[src/design/channel_param_defs.svh]
`ifndef CHANNEL_PARAM_DEFS_SVH
`define CHANNEL_PARAM_DEFS_SVH

// channel count and record addressing
`define NUM_CH 8
`define CH_IDX_W 3
`define REC_INDEX 16'h4000

// register byte offsets
`define REG_CTRL 8'h00
`define REG_IN_PARAM 8'h04
`define REG_OUT_PARAM 8'h08
`define REG_STATUS 8'h0C
`define REG_LOG 8'h10

// control register fields
`define CTRL_DIAGCAP_BIT 0
`define CTRL_HOLD_BIT 1
`define CTRL_RESET 2'h0

// parameter field positions (record data and registers)
`define DIAGEN_LSB 0
`define EXTEN_LSB 8
`define INVERT_LSB 16
`define POLICY_LSB 0
`define SUBST_LSB 8

// status register bits
`define ST_REJECT_BIT 0
`define ST_ACCEPT_BIT 1
`define ST_MISSING_BIT 2

// log register fields
`define LOG_CNT_LSB 0
`define LOG_CHAN_LSB 16
`define LOG_EXT_BIT 19

// reset values
`define PARAM_BYTE_RESET 8'h00
`define LOG_CNT_RESET 16'h0000
`define WORD_ZERO 32'h00000000

`endif

[src/design/channel_param_pkg.sv]
package channel_param_pkg;

    // missing-data policy of an output module
    typedef enum logic [1:0] {
        POL_DEVICE = 2'h0,
        POL_KEEP = 2'h1,
        POL_SUBST = 2'h2
    } policy_t;

endpackage

[src/design/channel_param_io.sv]
`timescale 1ns/1ps
`default_nettype none
`include "channel_param_defs.svh"

module channel_param_io (
    // clock and reset
    input wire logic core_clk,
    input wire logic reset,
    // avalon-mm slave
    input wire logic [7:0] address,
    input wire logic read,
    input wire logic write,
    input wire logic [31:0] writedata,
    input wire logic [3:0] byteenable,
    output logic [31:0] readdata,
    output logic waitrequest,
    // parameter record write from the controller
    input wire logic recValid,
    input wire logic [15:0] recIndex,
    input wire logic recToOutput,
    input wire logic [23:0] recData,
    output logic recDone,
    output logic recAccepted,
    // controller association and output process data
    input wire logic assocUp,
    input wire logic providerRun,
    input wire logic outValid,
    input wire logic [`NUM_CH-1:0] outData,
    output logic [`NUM_CH-1:0] outPins,
    // field input pins
    input wire logic [`NUM_CH-1:0] inPins,
    input wire logic [`NUM_CH-1:0] chanErrPins,
    input wire logic [`NUM_CH-1:0] extFaultPins,
    output logic [`NUM_CH-1:0] inReport,
    // diagnostic alarm stream
    output logic alarmValid,
    output logic [`CH_IDX_W-1:0] alarmChan,
    output logic alarmExternal
);

    // control and parameter state
    logic diagCapable_r;
    logic stationHold_r;
    logic [`NUM_CH-1:0] diagEn_r;
    logic [`NUM_CH-1:0] extEn_r;
    logic [`NUM_CH-1:0] invert_r;
    channel_param_pkg::policy_t policy_r;
    logic [`NUM_CH-1:0] subst_r;

    // record handshake and sticky status
    logic recOk;
    logic recDone_r;
    logic recAccepted_r;
    logic stReject_r;
    logic stAccept_r;

    // missing-data tracking
    logic missing_r;
    logic providerRunPrev_r;

    // input synchronisers
    logic [`NUM_CH-1:0] inMeta_r;
    logic [`NUM_CH-1:0] inSync_r;
    logic [`NUM_CH-1:0] errMeta_r;
    logic [`NUM_CH-1:0] errSync_r;
    logic [`NUM_CH-1:0] extMeta_r;
    logic [`NUM_CH-1:0] extSync_r;
    logic [`NUM_CH-1:0] errPrev_r;
    logic [`NUM_CH-1:0] extPrev_r;
    logic [`NUM_CH-1:0] inReport_r;

    // alarm queue
    logic [`NUM_CH-1:0] errPend_r;
    logic [`NUM_CH-1:0] extPend_r;
    logic [`NUM_CH-1:0] errNew;
    logic [`NUM_CH-1:0] extNew;
    logic [`NUM_CH-1:0] errTake;
    logic [`NUM_CH-1:0] extTake;
    logic pickValid;
    logic pickExt;
    logic [`CH_IDX_W-1:0] pickChan;
    logic alarmValid_r;
    logic [`CH_IDX_W-1:0] alarmChan_r;
    logic alarmExternal_r;
    logic [15:0] logCount_r;

    // bus slave
    logic waitrequest_r;
    logic [31:0] readdata_r;
    logic [31:0] readdata_nxt;
    logic busReq;
    logic busDone;
    logic ctrlWr;
    logic statusWr;
    logic [`NUM_CH-1:0] outDrive;

    // record acceptance: right index and a module able to take it
    always_comb begin
        recOk = 1'b0;
        if (recIndex == `REC_INDEX) begin
            if (recToOutput) begin
                recOk = 1'b1;
            end else begin
                recOk = diagCapable_r;
            end
        end
    end

    // record answer, one cycle after the request
    always_ff @(posedge core_clk) begin
        if (reset) begin
            recDone_r <= 1'b0;
            recAccepted_r <= 1'b0;
        end else begin
            recDone_r <= recValid;
            recAccepted_r <= recValid && recOk;
        end
    end

    // input record: per-channel attributes
    always_ff @(posedge core_clk) begin
        if (reset) begin
            diagEn_r <= `PARAM_BYTE_RESET;
            extEn_r <= `PARAM_BYTE_RESET;
            invert_r <= `PARAM_BYTE_RESET;
        end else if (recValid && recOk && !recToOutput) begin
            diagEn_r <= recData[`DIAGEN_LSB +: `NUM_CH];
            extEn_r <= recData[`EXTEN_LSB +: `NUM_CH];
            invert_r <= recData[`INVERT_LSB +: `NUM_CH];
        end
    end

    // output record: policy and substitute byte
    always_ff @(posedge core_clk) begin
        if (reset) begin
            policy_r <= channel_param_pkg::POL_DEVICE;
            subst_r <= `PARAM_BYTE_RESET;
        end else if (recValid && recOk && recToOutput) begin
            policy_r <= channel_param_pkg::policy_t'(
                recData[`POLICY_LSB +: 2]);
            subst_r <= recData[`SUBST_LSB +: `NUM_CH];
        end
    end

    // missing data: association lost or provider run to stop
    always_ff @(posedge core_clk) begin
        if (reset) begin
            missing_r <= 1'b1;
            providerRunPrev_r <= 1'b0;
        end else begin
            providerRunPrev_r <= providerRun;
            if (!assocUp || (providerRunPrev_r && !providerRun)) begin
                missing_r <= 1'b1;
            end else if (providerRun && outValid) begin
                missing_r <= 1'b0;
            end
        end
    end

    // output drive stage per channel
    output_substitute u_outsub (
        .core_clk(core_clk),
        .reset(reset),
        .missing(missing_r),
        .dataValid(outValid && providerRun && assocUp),
        .outData(outData),
        .policy(policy_r),
        .subst(subst_r),
        .stationHold(stationHold_r),
        .outDrive(outDrive)
    );

    // register the drive once more so the pins sit on a flop here
    always_ff @(posedge core_clk) begin
        if (reset) begin
            outPins <= `PARAM_BYTE_RESET;
        end else begin
            outPins <= outDrive;
        end
    end

    // field pins pass two flip-flops
    always_ff @(posedge core_clk) begin
        if (reset) begin
            inMeta_r <= `PARAM_BYTE_RESET;
            inSync_r <= `PARAM_BYTE_RESET;
            errMeta_r <= `PARAM_BYTE_RESET;
            errSync_r <= `PARAM_BYTE_RESET;
            extMeta_r <= `PARAM_BYTE_RESET;
            extSync_r <= `PARAM_BYTE_RESET;
        end else begin
            inMeta_r <= inPins;
            inSync_r <= inMeta_r;
            errMeta_r <= chanErrPins;
            errSync_r <= errMeta_r;
            extMeta_r <= extFaultPins;
            extSync_r <= extMeta_r;
        end
    end

    // reported input level, complemented where asked
    always_ff @(posedge core_clk) begin
        if (reset) begin
            inReport_r <= `PARAM_BYTE_RESET;
        end else begin
            inReport_r <= inSync_r
                ^ (invert_r & {`NUM_CH{diagCapable_r}});
        end
    end

    // fault onsets, filtered by the released diagnostics
    always_ff @(posedge core_clk) begin
        if (reset) begin
            errPrev_r <= `PARAM_BYTE_RESET;
            extPrev_r <= `PARAM_BYTE_RESET;
        end else begin
            errPrev_r <= errSync_r;
            extPrev_r <= extSync_r;
        end
    end
    assign errNew = errSync_r & ~errPrev_r & diagEn_r;
    assign extNew = extSync_r & ~extPrev_r & diagEn_r & extEn_r;

    // pick the lowest pending channel, channel errors first
    always_comb begin
        pickValid = 1'b0;
        pickExt = 1'b0;
        pickChan = '0;
        errTake = '0;
        extTake = '0;
        for (int i = `NUM_CH - 1; i >= 0; i--) begin
            if (extPend_r[i] && diagEn_r[i] && extEn_r[i]) begin
                pickValid = 1'b1;
                pickExt = 1'b1;
                pickChan = i[`CH_IDX_W-1:0];
            end
        end
        for (int i = `NUM_CH - 1; i >= 0; i--) begin
            if (errPend_r[i] && diagEn_r[i]) begin
                pickValid = 1'b1;
                pickExt = 1'b0;
                pickChan = i[`CH_IDX_W-1:0];
            end
        end
        if (pickValid && pickExt) begin
            extTake[pickChan] = 1'b1;
        end
        if (pickValid && !pickExt) begin
            errTake[pickChan] = 1'b1;
        end
    end

    // pending alarms: a new onset wins over the taking
    always_ff @(posedge core_clk) begin
        if (reset) begin
            errPend_r <= `PARAM_BYTE_RESET;
            extPend_r <= `PARAM_BYTE_RESET;
        end else begin
            errPend_r <= (errPend_r & ~errTake & diagEn_r) | errNew;
            extPend_r <= (extPend_r & ~extTake & diagEn_r & extEn_r)
                | extNew;
        end
    end

    // alarm emission and log entry
    always_ff @(posedge core_clk) begin
        if (reset) begin
            alarmValid_r <= 1'b0;
            alarmChan_r <= '0;
            alarmExternal_r <= 1'b0;
            logCount_r <= `LOG_CNT_RESET;
        end else begin
            alarmValid_r <= pickValid;
            if (pickValid) begin
                alarmChan_r <= pickChan;
                alarmExternal_r <= pickExt;
                logCount_r <= logCount_r + 16'h0001;
            end
        end
    end

    // bus request decode
    assign busReq = read || write;
    assign busDone = busReq && !waitrequest_r;
    assign ctrlWr = busDone && write && (address == `REG_CTRL)
        && byteenable[0];
    assign statusWr = busDone && write && (address == `REG_STATUS)
        && byteenable[0];

    // one wait cycle per access, then release for one cycle
    always_ff @(posedge core_clk) begin
        if (reset) begin
            waitrequest_r <= 1'b1;
        end else begin
            waitrequest_r <= !(busReq && waitrequest_r);
        end
    end

    // control register
    always_ff @(posedge core_clk) begin
        if (reset) begin
            {stationHold_r, diagCapable_r} <= `CTRL_RESET;
        end else if (ctrlWr) begin
            diagCapable_r <= writedata[`CTRL_DIAGCAP_BIT];
            stationHold_r <= writedata[`CTRL_HOLD_BIT];
        end
    end

    // sticky record status, set wins over write-one-to-clear
    always_ff @(posedge core_clk) begin
        if (reset) begin
            stReject_r <= 1'b0;
            stAccept_r <= 1'b0;
        end else begin
            if (recValid && !recOk) begin
                stReject_r <= 1'b1;
            end else if (statusWr && writedata[`ST_REJECT_BIT]) begin
                stReject_r <= 1'b0;
            end
            if (recValid && recOk) begin
                stAccept_r <= 1'b1;
            end else if (statusWr && writedata[`ST_ACCEPT_BIT]) begin
                stAccept_r <= 1'b0;
            end
        end
    end

    // read mux, unmapped offsets read zero
    always_comb begin
        readdata_nxt = `WORD_ZERO;
        unique case (address)
            `REG_CTRL: begin
                readdata_nxt[`CTRL_DIAGCAP_BIT] = diagCapable_r;
                readdata_nxt[`CTRL_HOLD_BIT] = stationHold_r;
            end
            `REG_IN_PARAM: begin
                readdata_nxt[`DIAGEN_LSB +: `NUM_CH] = diagEn_r;
                readdata_nxt[`EXTEN_LSB +: `NUM_CH] = extEn_r;
                readdata_nxt[`INVERT_LSB +: `NUM_CH] = invert_r;
            end
            `REG_OUT_PARAM: begin
                readdata_nxt[`POLICY_LSB +: 2] = policy_r;
                readdata_nxt[`SUBST_LSB +: `NUM_CH] = subst_r;
            end
            `REG_STATUS: begin
                readdata_nxt[`ST_REJECT_BIT] = stReject_r;
                readdata_nxt[`ST_ACCEPT_BIT] = stAccept_r;
                readdata_nxt[`ST_MISSING_BIT] = missing_r;
            end
            `REG_LOG: begin
                readdata_nxt[`LOG_CNT_LSB +: 16] = logCount_r;
                readdata_nxt[`LOG_CHAN_LSB +: `CH_IDX_W] = alarmChan_r;
                readdata_nxt[`LOG_EXT_BIT] = alarmExternal_r;
            end
            default: begin
                readdata_nxt = `WORD_ZERO;
            end
        endcase
    end

    // read data captured as waitrequest drops
    always_ff @(posedge core_clk) begin
        if (reset) begin
            readdata_r <= `WORD_ZERO;
        end else if (read && waitrequest_r) begin
            readdata_r <= readdata_nxt;
        end
    end

    // outputs from flops
    assign readdata = readdata_r;
    assign waitrequest = waitrequest_r;
    assign recDone = recDone_r;
    assign recAccepted = recAccepted_r;
    assign inReport = inReport_r;
    assign alarmValid = alarmValid_r;
    assign alarmChan = alarmChan_r;
    assign alarmExternal = alarmExternal_r;

endmodule // channel_param_io

`default_nettype wire

[src/design/output_substitute.sv]
`timescale 1ns/1ps
`default_nettype none
`include "channel_param_defs.svh"

module output_substitute (
    // clock and reset
    input wire logic core_clk,
    input wire logic reset,
    // process data from the controller
    input wire logic missing,
    input wire logic dataValid,
    input wire logic [`NUM_CH-1:0] outData,
    // parameters
    input wire channel_param_pkg::policy_t policy,
    input wire logic [`NUM_CH-1:0] subst,
    input wire logic stationHold,
    // driven channel levels
    output logic [`NUM_CH-1:0] outDrive
);

    logic [`NUM_CH-1:0] lastValid_r;

    // remember the last process value that arrived while data was good
    always_ff @(posedge core_clk) begin
        if (reset) begin
            lastValid_r <= `PARAM_BYTE_RESET;
        end else if (dataValid && !missing) begin
            lastValid_r <= outData;
        end
    end

    // one drive stage per channel
    genvar ch;
    generate
        for (ch = 0; ch < `NUM_CH; ch = ch + 1) begin : g_ch
            always_ff @(posedge core_clk) begin
                if (reset) begin
                    outDrive[ch] <= 1'b0;
                end else if (missing) begin
                    unique case (policy)
                        channel_param_pkg::POL_KEEP: begin
                            outDrive[ch] <= lastValid_r[ch];
                        end
                        channel_param_pkg::POL_SUBST: begin
                            outDrive[ch] <= subst[ch];
                        end
                        default: begin
                            // station-wide: hold or drop to zero
                            outDrive[ch] <= stationHold
                                & lastValid_r[ch];
                        end
                    endcase
                end else if (dataValid) begin
                    outDrive[ch] <= outData[ch];
                end
            end
        end
    endgenerate

endmodule // output_substitute

`default_nettype wire

[config.mk]
export PLATFORM = sky130hd
export DESIGN_NAME = channel_param_io
export DESIGN_NICKNAME = d
export VERILOG_FILES = /design/src/design/channel_param_pkg.sv /design/src/design/channel_param_io.sv /design/src/design/output_substitute.sv
export VERILOG_INCLUDE_DIRS = /design/src /design/src/design
export SDC_FILE = /design/constraint.sdc
export NUM_CORES = 1
export LEC_CHECK = 0
export BUFFER_PORTS_ARGS = -buffer_cell sky130_fd_sc_hd__buf_4
export CAP_MARGIN = 20
export CORE_ASPECT_RATIO = 1.5
export CORE_MARGIN = 10
export CORE_UTILIZATION = 45
export DETAILED_ROUTE_END_ITERATION = 10
export PLACE_DENSITY = 0.69
export SLEW_MARGIN = 20
export SYNTH_ARGS = -nofsm -noshare
export SYNTH_HDL_FRONTEND = slang
export SYNTH_SLANG_ARGS = --single-unit
[constraint.sdc]
create_clock -name core_clk -period 2.1 [get_ports core_clk]
set_input_delay 0.42 -clock core_clk [delete_from_list [all_inputs] [get_ports core_clk]]
set_output_delay 0.42 -clock core_clk [all_outputs]
set_load 0.05 [all_outputs]
Yosys cells after proc, flatten, opt, wreduce, memory -nomap -nowiden --
Cells that the tools add are included.
Cells by class: add/subtract/negate cells 1, bitwise gates (word level) 26, multiplexer cells 80, equal/unequal tests 7, reduce and logical (&&, ||, !) cells 60, $lt $le $gt $ge 2
Operator list (number):
- 8-bit bitwise AND | 11
- 3-bit 2-to-1 mux | 16
- 1-bit 2-to-1 mux | 47
- 1-bit logical AND | 45
- 8-bit NOT | 4
- 8-bit one-hot mux with 3 select lines | 1
- 16-bit by 1-bit adder with 16-bit output, second input constant | 1
- 16-bit by 15-bit equality test with 1-bit output, second input constant | 1
- 8-bit by 4-bit equality test with 1-bit output, second input constant | 2
- 8-bit 2-to-1 mux | 2
- 8-bit bitwise OR | 2
- 1-bit one-hot mux with 2 select lines | 8
- 2-bit one-hot mux with 5 select lines | 1
- 5-bit one-hot mux with 2 select lines | 1
- 1-bit bitwise AND | 8
- 8-bit by 3-bit equality test with 1-bit output, second input constant | 1
- 8-bit by 5-bit equality test with 1-bit output, second input constant | 1
- 1-bit zero test | 8
- 8-bit zero test | 1
- 4-bit one-hot mux with 2 select lines | 1
- 8-bit XOR | 1
- 2-bit nonzero test | 3
- 3-bit by 4-bit less-than comparator with 1-bit output, second input constant | 1
- 4-bit 2-to-1 mux | 1
- other kinds (7) | 8
Word-level totals: output and inout bits 56, flip-flop bits (word level) 200, logic and storage cells 216, input port bits 125

Logic depth before layout (Yosys ltp) --
depth after elaboration 28, depth in mapped cells 8, mapped depth without buffers 6

Modules after synthesis --
Synthesis repeated with hierarchy kept, for this count alone.
Unflattened totals: cells, all modules 791, area total of the unflattened synthesis 7683.6 µm²
Modules (own cells, without submodules):
- channel_param_io | area an instance 6840.3 µm², times used 1, seq. area each 3683.5 µm², cells an instance 712
- output_substitute | area an instance 843.3 µm², times used 1, seq. area each 320.3 µm², cells an instance 79

Least setup slack after synthesis --
Ideal clock, no wire load.
kind input -> register, from input port address[7], to register readdata_r[20], in the netlist readdata[20], arrival 1.889 ns, setup time 0.070 ns, required time 2.030 ns, path slack 0.140 ns, path buffers 3, cell stages on the path 8, cells stage by stage or4_4 nor3_4 and3b_1 buf_4 buf_6 buf_8 nand3_1 a21oi_1
Between the ends: longest elaborated chain between the ends 2
RTL lines:
- from (decl) | RTL line channel_param_io.sv:10 | input wire logic [7:0] address,
- 8-bit by 3-bit equality test with 1-bit output | RTL line channel_param_io.sv:331 | unique case (address)
- 4-bit 2-to-1 mux | RTL line channel_param_io.sv:331
- to (signal assigned) | RTL line channel_param_io.sv:364 | readdata_r <= `WORD_ZERO;
- to (signal assigned) | RTL line channel_param_io.sv:366 | readdata_r <= readdata_nxt;
- to (decl) | RTL line channel_param_io.sv:89 | logic [31:0] readdata_r;
No other way between the ends. A chain may end at the register's enable or synchronous reset.

Final worst setup path --
from register diagEn_r[4], to register extPend_r[7]
Between the ends: longest elaborated chain between the ends 25, elaborated cells on any way between the ends 49, those cells by class order compare (2); mux (37); bitwise (5); reduce/logical (5)
RTL lines:
- from (decl) | RTL line channel_param_io.sv:44 | logic [`NUM_CH-1:0] diagEn_r;
- from (signal assigned) | RTL line channel_param_io.sv:123 | diagEn_r <= `PARAM_BYTE_RESET;
- from (signal assigned) | RTL line channel_param_io.sv:127 | diagEn_r <= recData[`DIAGEN_LSB +: `NUM_CH];
- 1-bit logical AND (2 in series) | RTL line channel_param_io.sv:232 | if (extPend_r[i] && diagEn_r[i] && extEn_r[i]) begin
- 3-bit 2-to-1 mux (5 in series) | RTL line channel_param_io.sv:232
- 3-bit 2-to-1 mux (8 in series) | RTL line channel_param_io.sv:239 | if (errPend_r[i] && diagEn_r[i]) begin
- 3-bit by 4-bit less-than comparator with 1-bit output (implied by the code) / 3-bit by 1-bit >= comparator with 1-bit output (equally long branches) | RTL line channel_param_io.sv:246 | extTake[pickChan] = 1'b1;
- 1-bit logical AND (implied by the code) | RTL line channel_param_io.sv:246
- 1-bit 2-to-1 mux (implied by the code) | RTL line channel_param_io.sv:246
- 1-bit demux with 3-bit select | RTL line channel_param_io.sv:246
- 8-bit 2-to-1 mux (*) | RTL line channel_param_io.sv:245 | if (pickValid && pickExt) begin
- 8-bit NOT (*) | RTL line channel_param_io.sv:260 | extPend_r <= (extPend_r & ~extTake & diagEn_r & extEn_r)
- 8-bit bitwise AND (*) (3 in series) | RTL line channel_param_io.sv:260
- 8-bit bitwise OR (*) | RTL line channel_param_io.sv:261 | | extNew;
- to (signal assigned) | RTL line channel_param_io.sv:257 | extPend_r <= `PARAM_BYTE_RESET;
- to (signal assigned) | RTL line channel_param_io.sv:260
- to (decl) | RTL line channel_param_io.sv:74 | logic [`NUM_CH-1:0] extPend_r;
Every way passes the cells marked *; elsewhere a longest branch is shown, timed or not.

==> results.sh <==
export IMPL_status="finished, final reports clean"
export IMPL_antenna_found_initial=0
export IMPL_ys_types=59
export IMPL_coreArea_um2=16600
export IMPL_met3_usage_pct=3.23
export IMPL_syn_area_um2=7550
export IMPL_largest_reg_flops=24
export IMPL_ys_ff_latch=200
export IMPL_dp_hpwl_um=14900
export IMPL_min_period_ns=2.04
export IMPL_grtUsageMet2_pct=31.3
export IMPL_area_growth_pct=27.5
export IMPL_synthMuxAreaShare_pct=3.13
export IMPL_synth_seq_area_share_pct=53.0
export IMPL_clkTransAtPathRegs_ns=0.07
export IMPL_finalSetupViolCount=0
export IMPL_num_vias=6247
export IMPL_required_ns=2.40
export IMPL_cts_tree="done"
export IMPL_io_buffers=139
export IMPL_synth_warnings=0
export IMPL_path_cells="a22oi_1 -> nand4_1 -> buf_4 -> or3_1 -> o31ai_1 -> a211oi_1"
export IMPL_final_max_slew_violation_count=0
export IMPL_crit_slowest_cell="or3_1"
export IMPL_use_met1_pct=19.2
export IMPL_grt_max_degree=72
export IMPL_hold_violations=0
export IMPL_dp_worst_setup_slack_ns=-0.0963
export IMPL_synth_xor_area_share_pct=2.20
export IMPL_powerDensity_nw_per_um2=785
export IMPL_grt_pass1_vias=6173
export IMPL_nets=1105
export IMPL_postRouteAntennaNets=0
export IMPL_io_pins=181
export IMPL_h_tree_depth=4
export IMPL_yosysMostFrequentCell="dfxtp_1"
export IMPL_yosysTopAreaCellShare_pct=53.0
export IMPL_min_path_type="in2reg"
export IMPL_slew_headroom_pct=55.6
export IMPL_start_util_pct=45.4
export IMPL_firstDrtPassIters=5
export IMPL_worst_ep_arrival_time_ns=2.34
export IMPL_end_kind="flip-flop"
export IMPL_synthAdderAreaFrac_pct=0.497
export IMPL_die_x_um=126
export IMPL_leakagePower_nw=3.90
export IMPL_wire_per_inst_um=16.6
export IMPL_place_gp_congestion=0.916
export IMPL_synth_top_family_by_area="simple AND/OR/NAND/NOR gates"
export IMPL_cts_buffers=17
export IMPL_worst_slack_ns=0.0577
export IMPL_fin_crit_sh_pct=97.3
export IMPL_ys_top_cells_by_area="dfxtp_1, nor2b_1, nand2_1"
export IMPL_die_area_um2=22500
export IMPL_synth_main_ff_cell="dfxtp_1"
export IMPL_busiest_layer="met2"
export IMPL_layout_drive_gt1_share_pct=23.8
export IMPL_routed_wl_um=19900
export IMPL_insertion_delay_ns=0.42
export IMPL_drc=0
export IMPL_synth_async_reset_ratio_pct=0
export IMPL_synthTopCellsByCount="dfxtp_1, nand2_1, nor2b_1"
export IMPL_synth_edf_count=0
export IMPL_max_vdd_ir_drop_mv=0.455
export IMPL_synth_largest_area_cell="dfxtp_1"
export IMPL_fin_util_pct=57.9
export IMPL_max_cap_violations=0
export IMPL_path_max_fanout=6
export IMPL_fp_dieH_um=179
export IMPL_grt_pass1_wl_um=31400
export IMPL_crit_type="reg2reg"
export IMPL_synth_avg_cell_area_um2=9.25
export IMPL_clock_path_buffers=2
export IMPL_cpPeakStageDelay_ns=0.45
export IMPL_rsz0062_at_grt="true"
export IMPL_cts_root_buf="clkbuf_16"
export IMPL_synthCells=816
export IMPL_skew_ns=0.0110
export IMPL_synthSimpleGateAreaFrac_pct=24.1
export IMPL_drt_iter0_drc=408
export IMPL_via_per_inst=5.21
export IMPL_synth_compound_area_share_pct=13.0
export IMPL_crit_path_start_kind="flip-flop"
export IMPL_cts_num_sinks=200
export IMPL_rows=58
export IMPL_clock_fmax_ghz=0.490
export IMPL_rrSetupSlack_ns=0.06
export IMPL_gr_total_overflow=0
export IMPL_worst_pin_slew_ns=0.664
export IMPL_grt_usage_pct=17.1
[placed cells by master (no fill, tap or decap), drive strengths merged, types with 9 or more instances in the layout]
master | Yosys | routed
a211oi | 13 | 13
a21oi | 60 | 60
a221oi | 19 | 19
a22oi | 9 | 9
buf | 17 | 185
clkbuf | 33 | 17
dfxtp | 200 | 200
inv | 13 | 15
mux2i | 18 | 18
nand2 | 115 | 115
nand2b | 17 | 17
nand3 | 23 | 23
nand4 | 11 | 11
nor2 | 62 | 62
nor2b | 76 | 76
nor3 | 20 | 20
o21ai | 19 | 19
or3 | 9 | 9
xor2 | 14 | 14
[stage by stage]
stage               std cells  hold WS [ns]  power, mW  area, um2  setup TNS (ns)
floorplan                 823         0.391       4.29       7580               0
global placement         1167         0.396       4.51       9050          -0.362
global route             1198         0.189       7.83       9620         -0.0131
CTS                      1197         0.188       7.62       9610               0
detailed placement       1167         0.399       4.52       9050          -0.764
finish                   1200         0.191       7.56       9630               0
[kinds of logic (layout without fill, tap and decap cells)]
logic type               count (synthesis)  after routing
other                                    1             10
XOR/XNOR                                19             19
adder cells (fa/ha/maj)                  3              3
multiplexers                            21             21
buffers and inverters                   64            229
AO/OA/AOI/OAI                          149            149
AND/OR/NAND/NOR                        359            359
flip-flops                             200            200
[final cells by class]
class / instances / area (um2)
Antenna cell: 2 / 5.00
Inverter: 14 / 52.6
Sequential cell: 200 / 4000
Clock buffer: 17 / 425
Clock inverter: 13 / 131
Fill cell: 1504 / 6990
Multi-Input combinational cell: 559 / 3290
Timing Repair Buffer: 185 / 1460
Tap cell: 210 / 263
[worst max-delay path: cells and delay by family, from the launching register on]
family                 cells  cell delay, ns
AND/OR/NAND/NOR            2            0.69
flip-flops                 1            0.39
AO/OA/AOI/OAI              3            0.62
buffers and inverters      1            0.21
[final timing paths]
path,start,end,cells after the start
worst max-delay path,diagEn_r[4],extPend_r[7],6
worst min-delay path,assocUp,missing_r,2
worst max register to register,diagEn_r[4],extPend_r[7],6
worst min register to register,extPrev_r[2],extPend_r[2],1
[routing by layer]
layer	part of all wire [%]	wire length, um
met5	0	0
met4	1.8	367
met3	4.2	844
met2	54	10700
met1	40	7970
[repair_timing]
| item | 4_1_cts | 5_1_grt |
|---|---|---|
| gates resized for setup | 0 | 2 |
| setup endpoints to repair | 0 | 5 |
| setup buffers | 0 | 1 |
| hold buffers | 0 | 0 |
[report_power, final]
part	switching, mW	leakage [nW]	total (mW)	internal (mW)
clock	1.40	0.275	3.13	1.74
combinational	0.300	1.99	0.526	0.227
sequential	0.0300	1.63	3.90	3.87
total	1.72	3.90	7.56	5.84
Power figures use the tool's default switching activity.
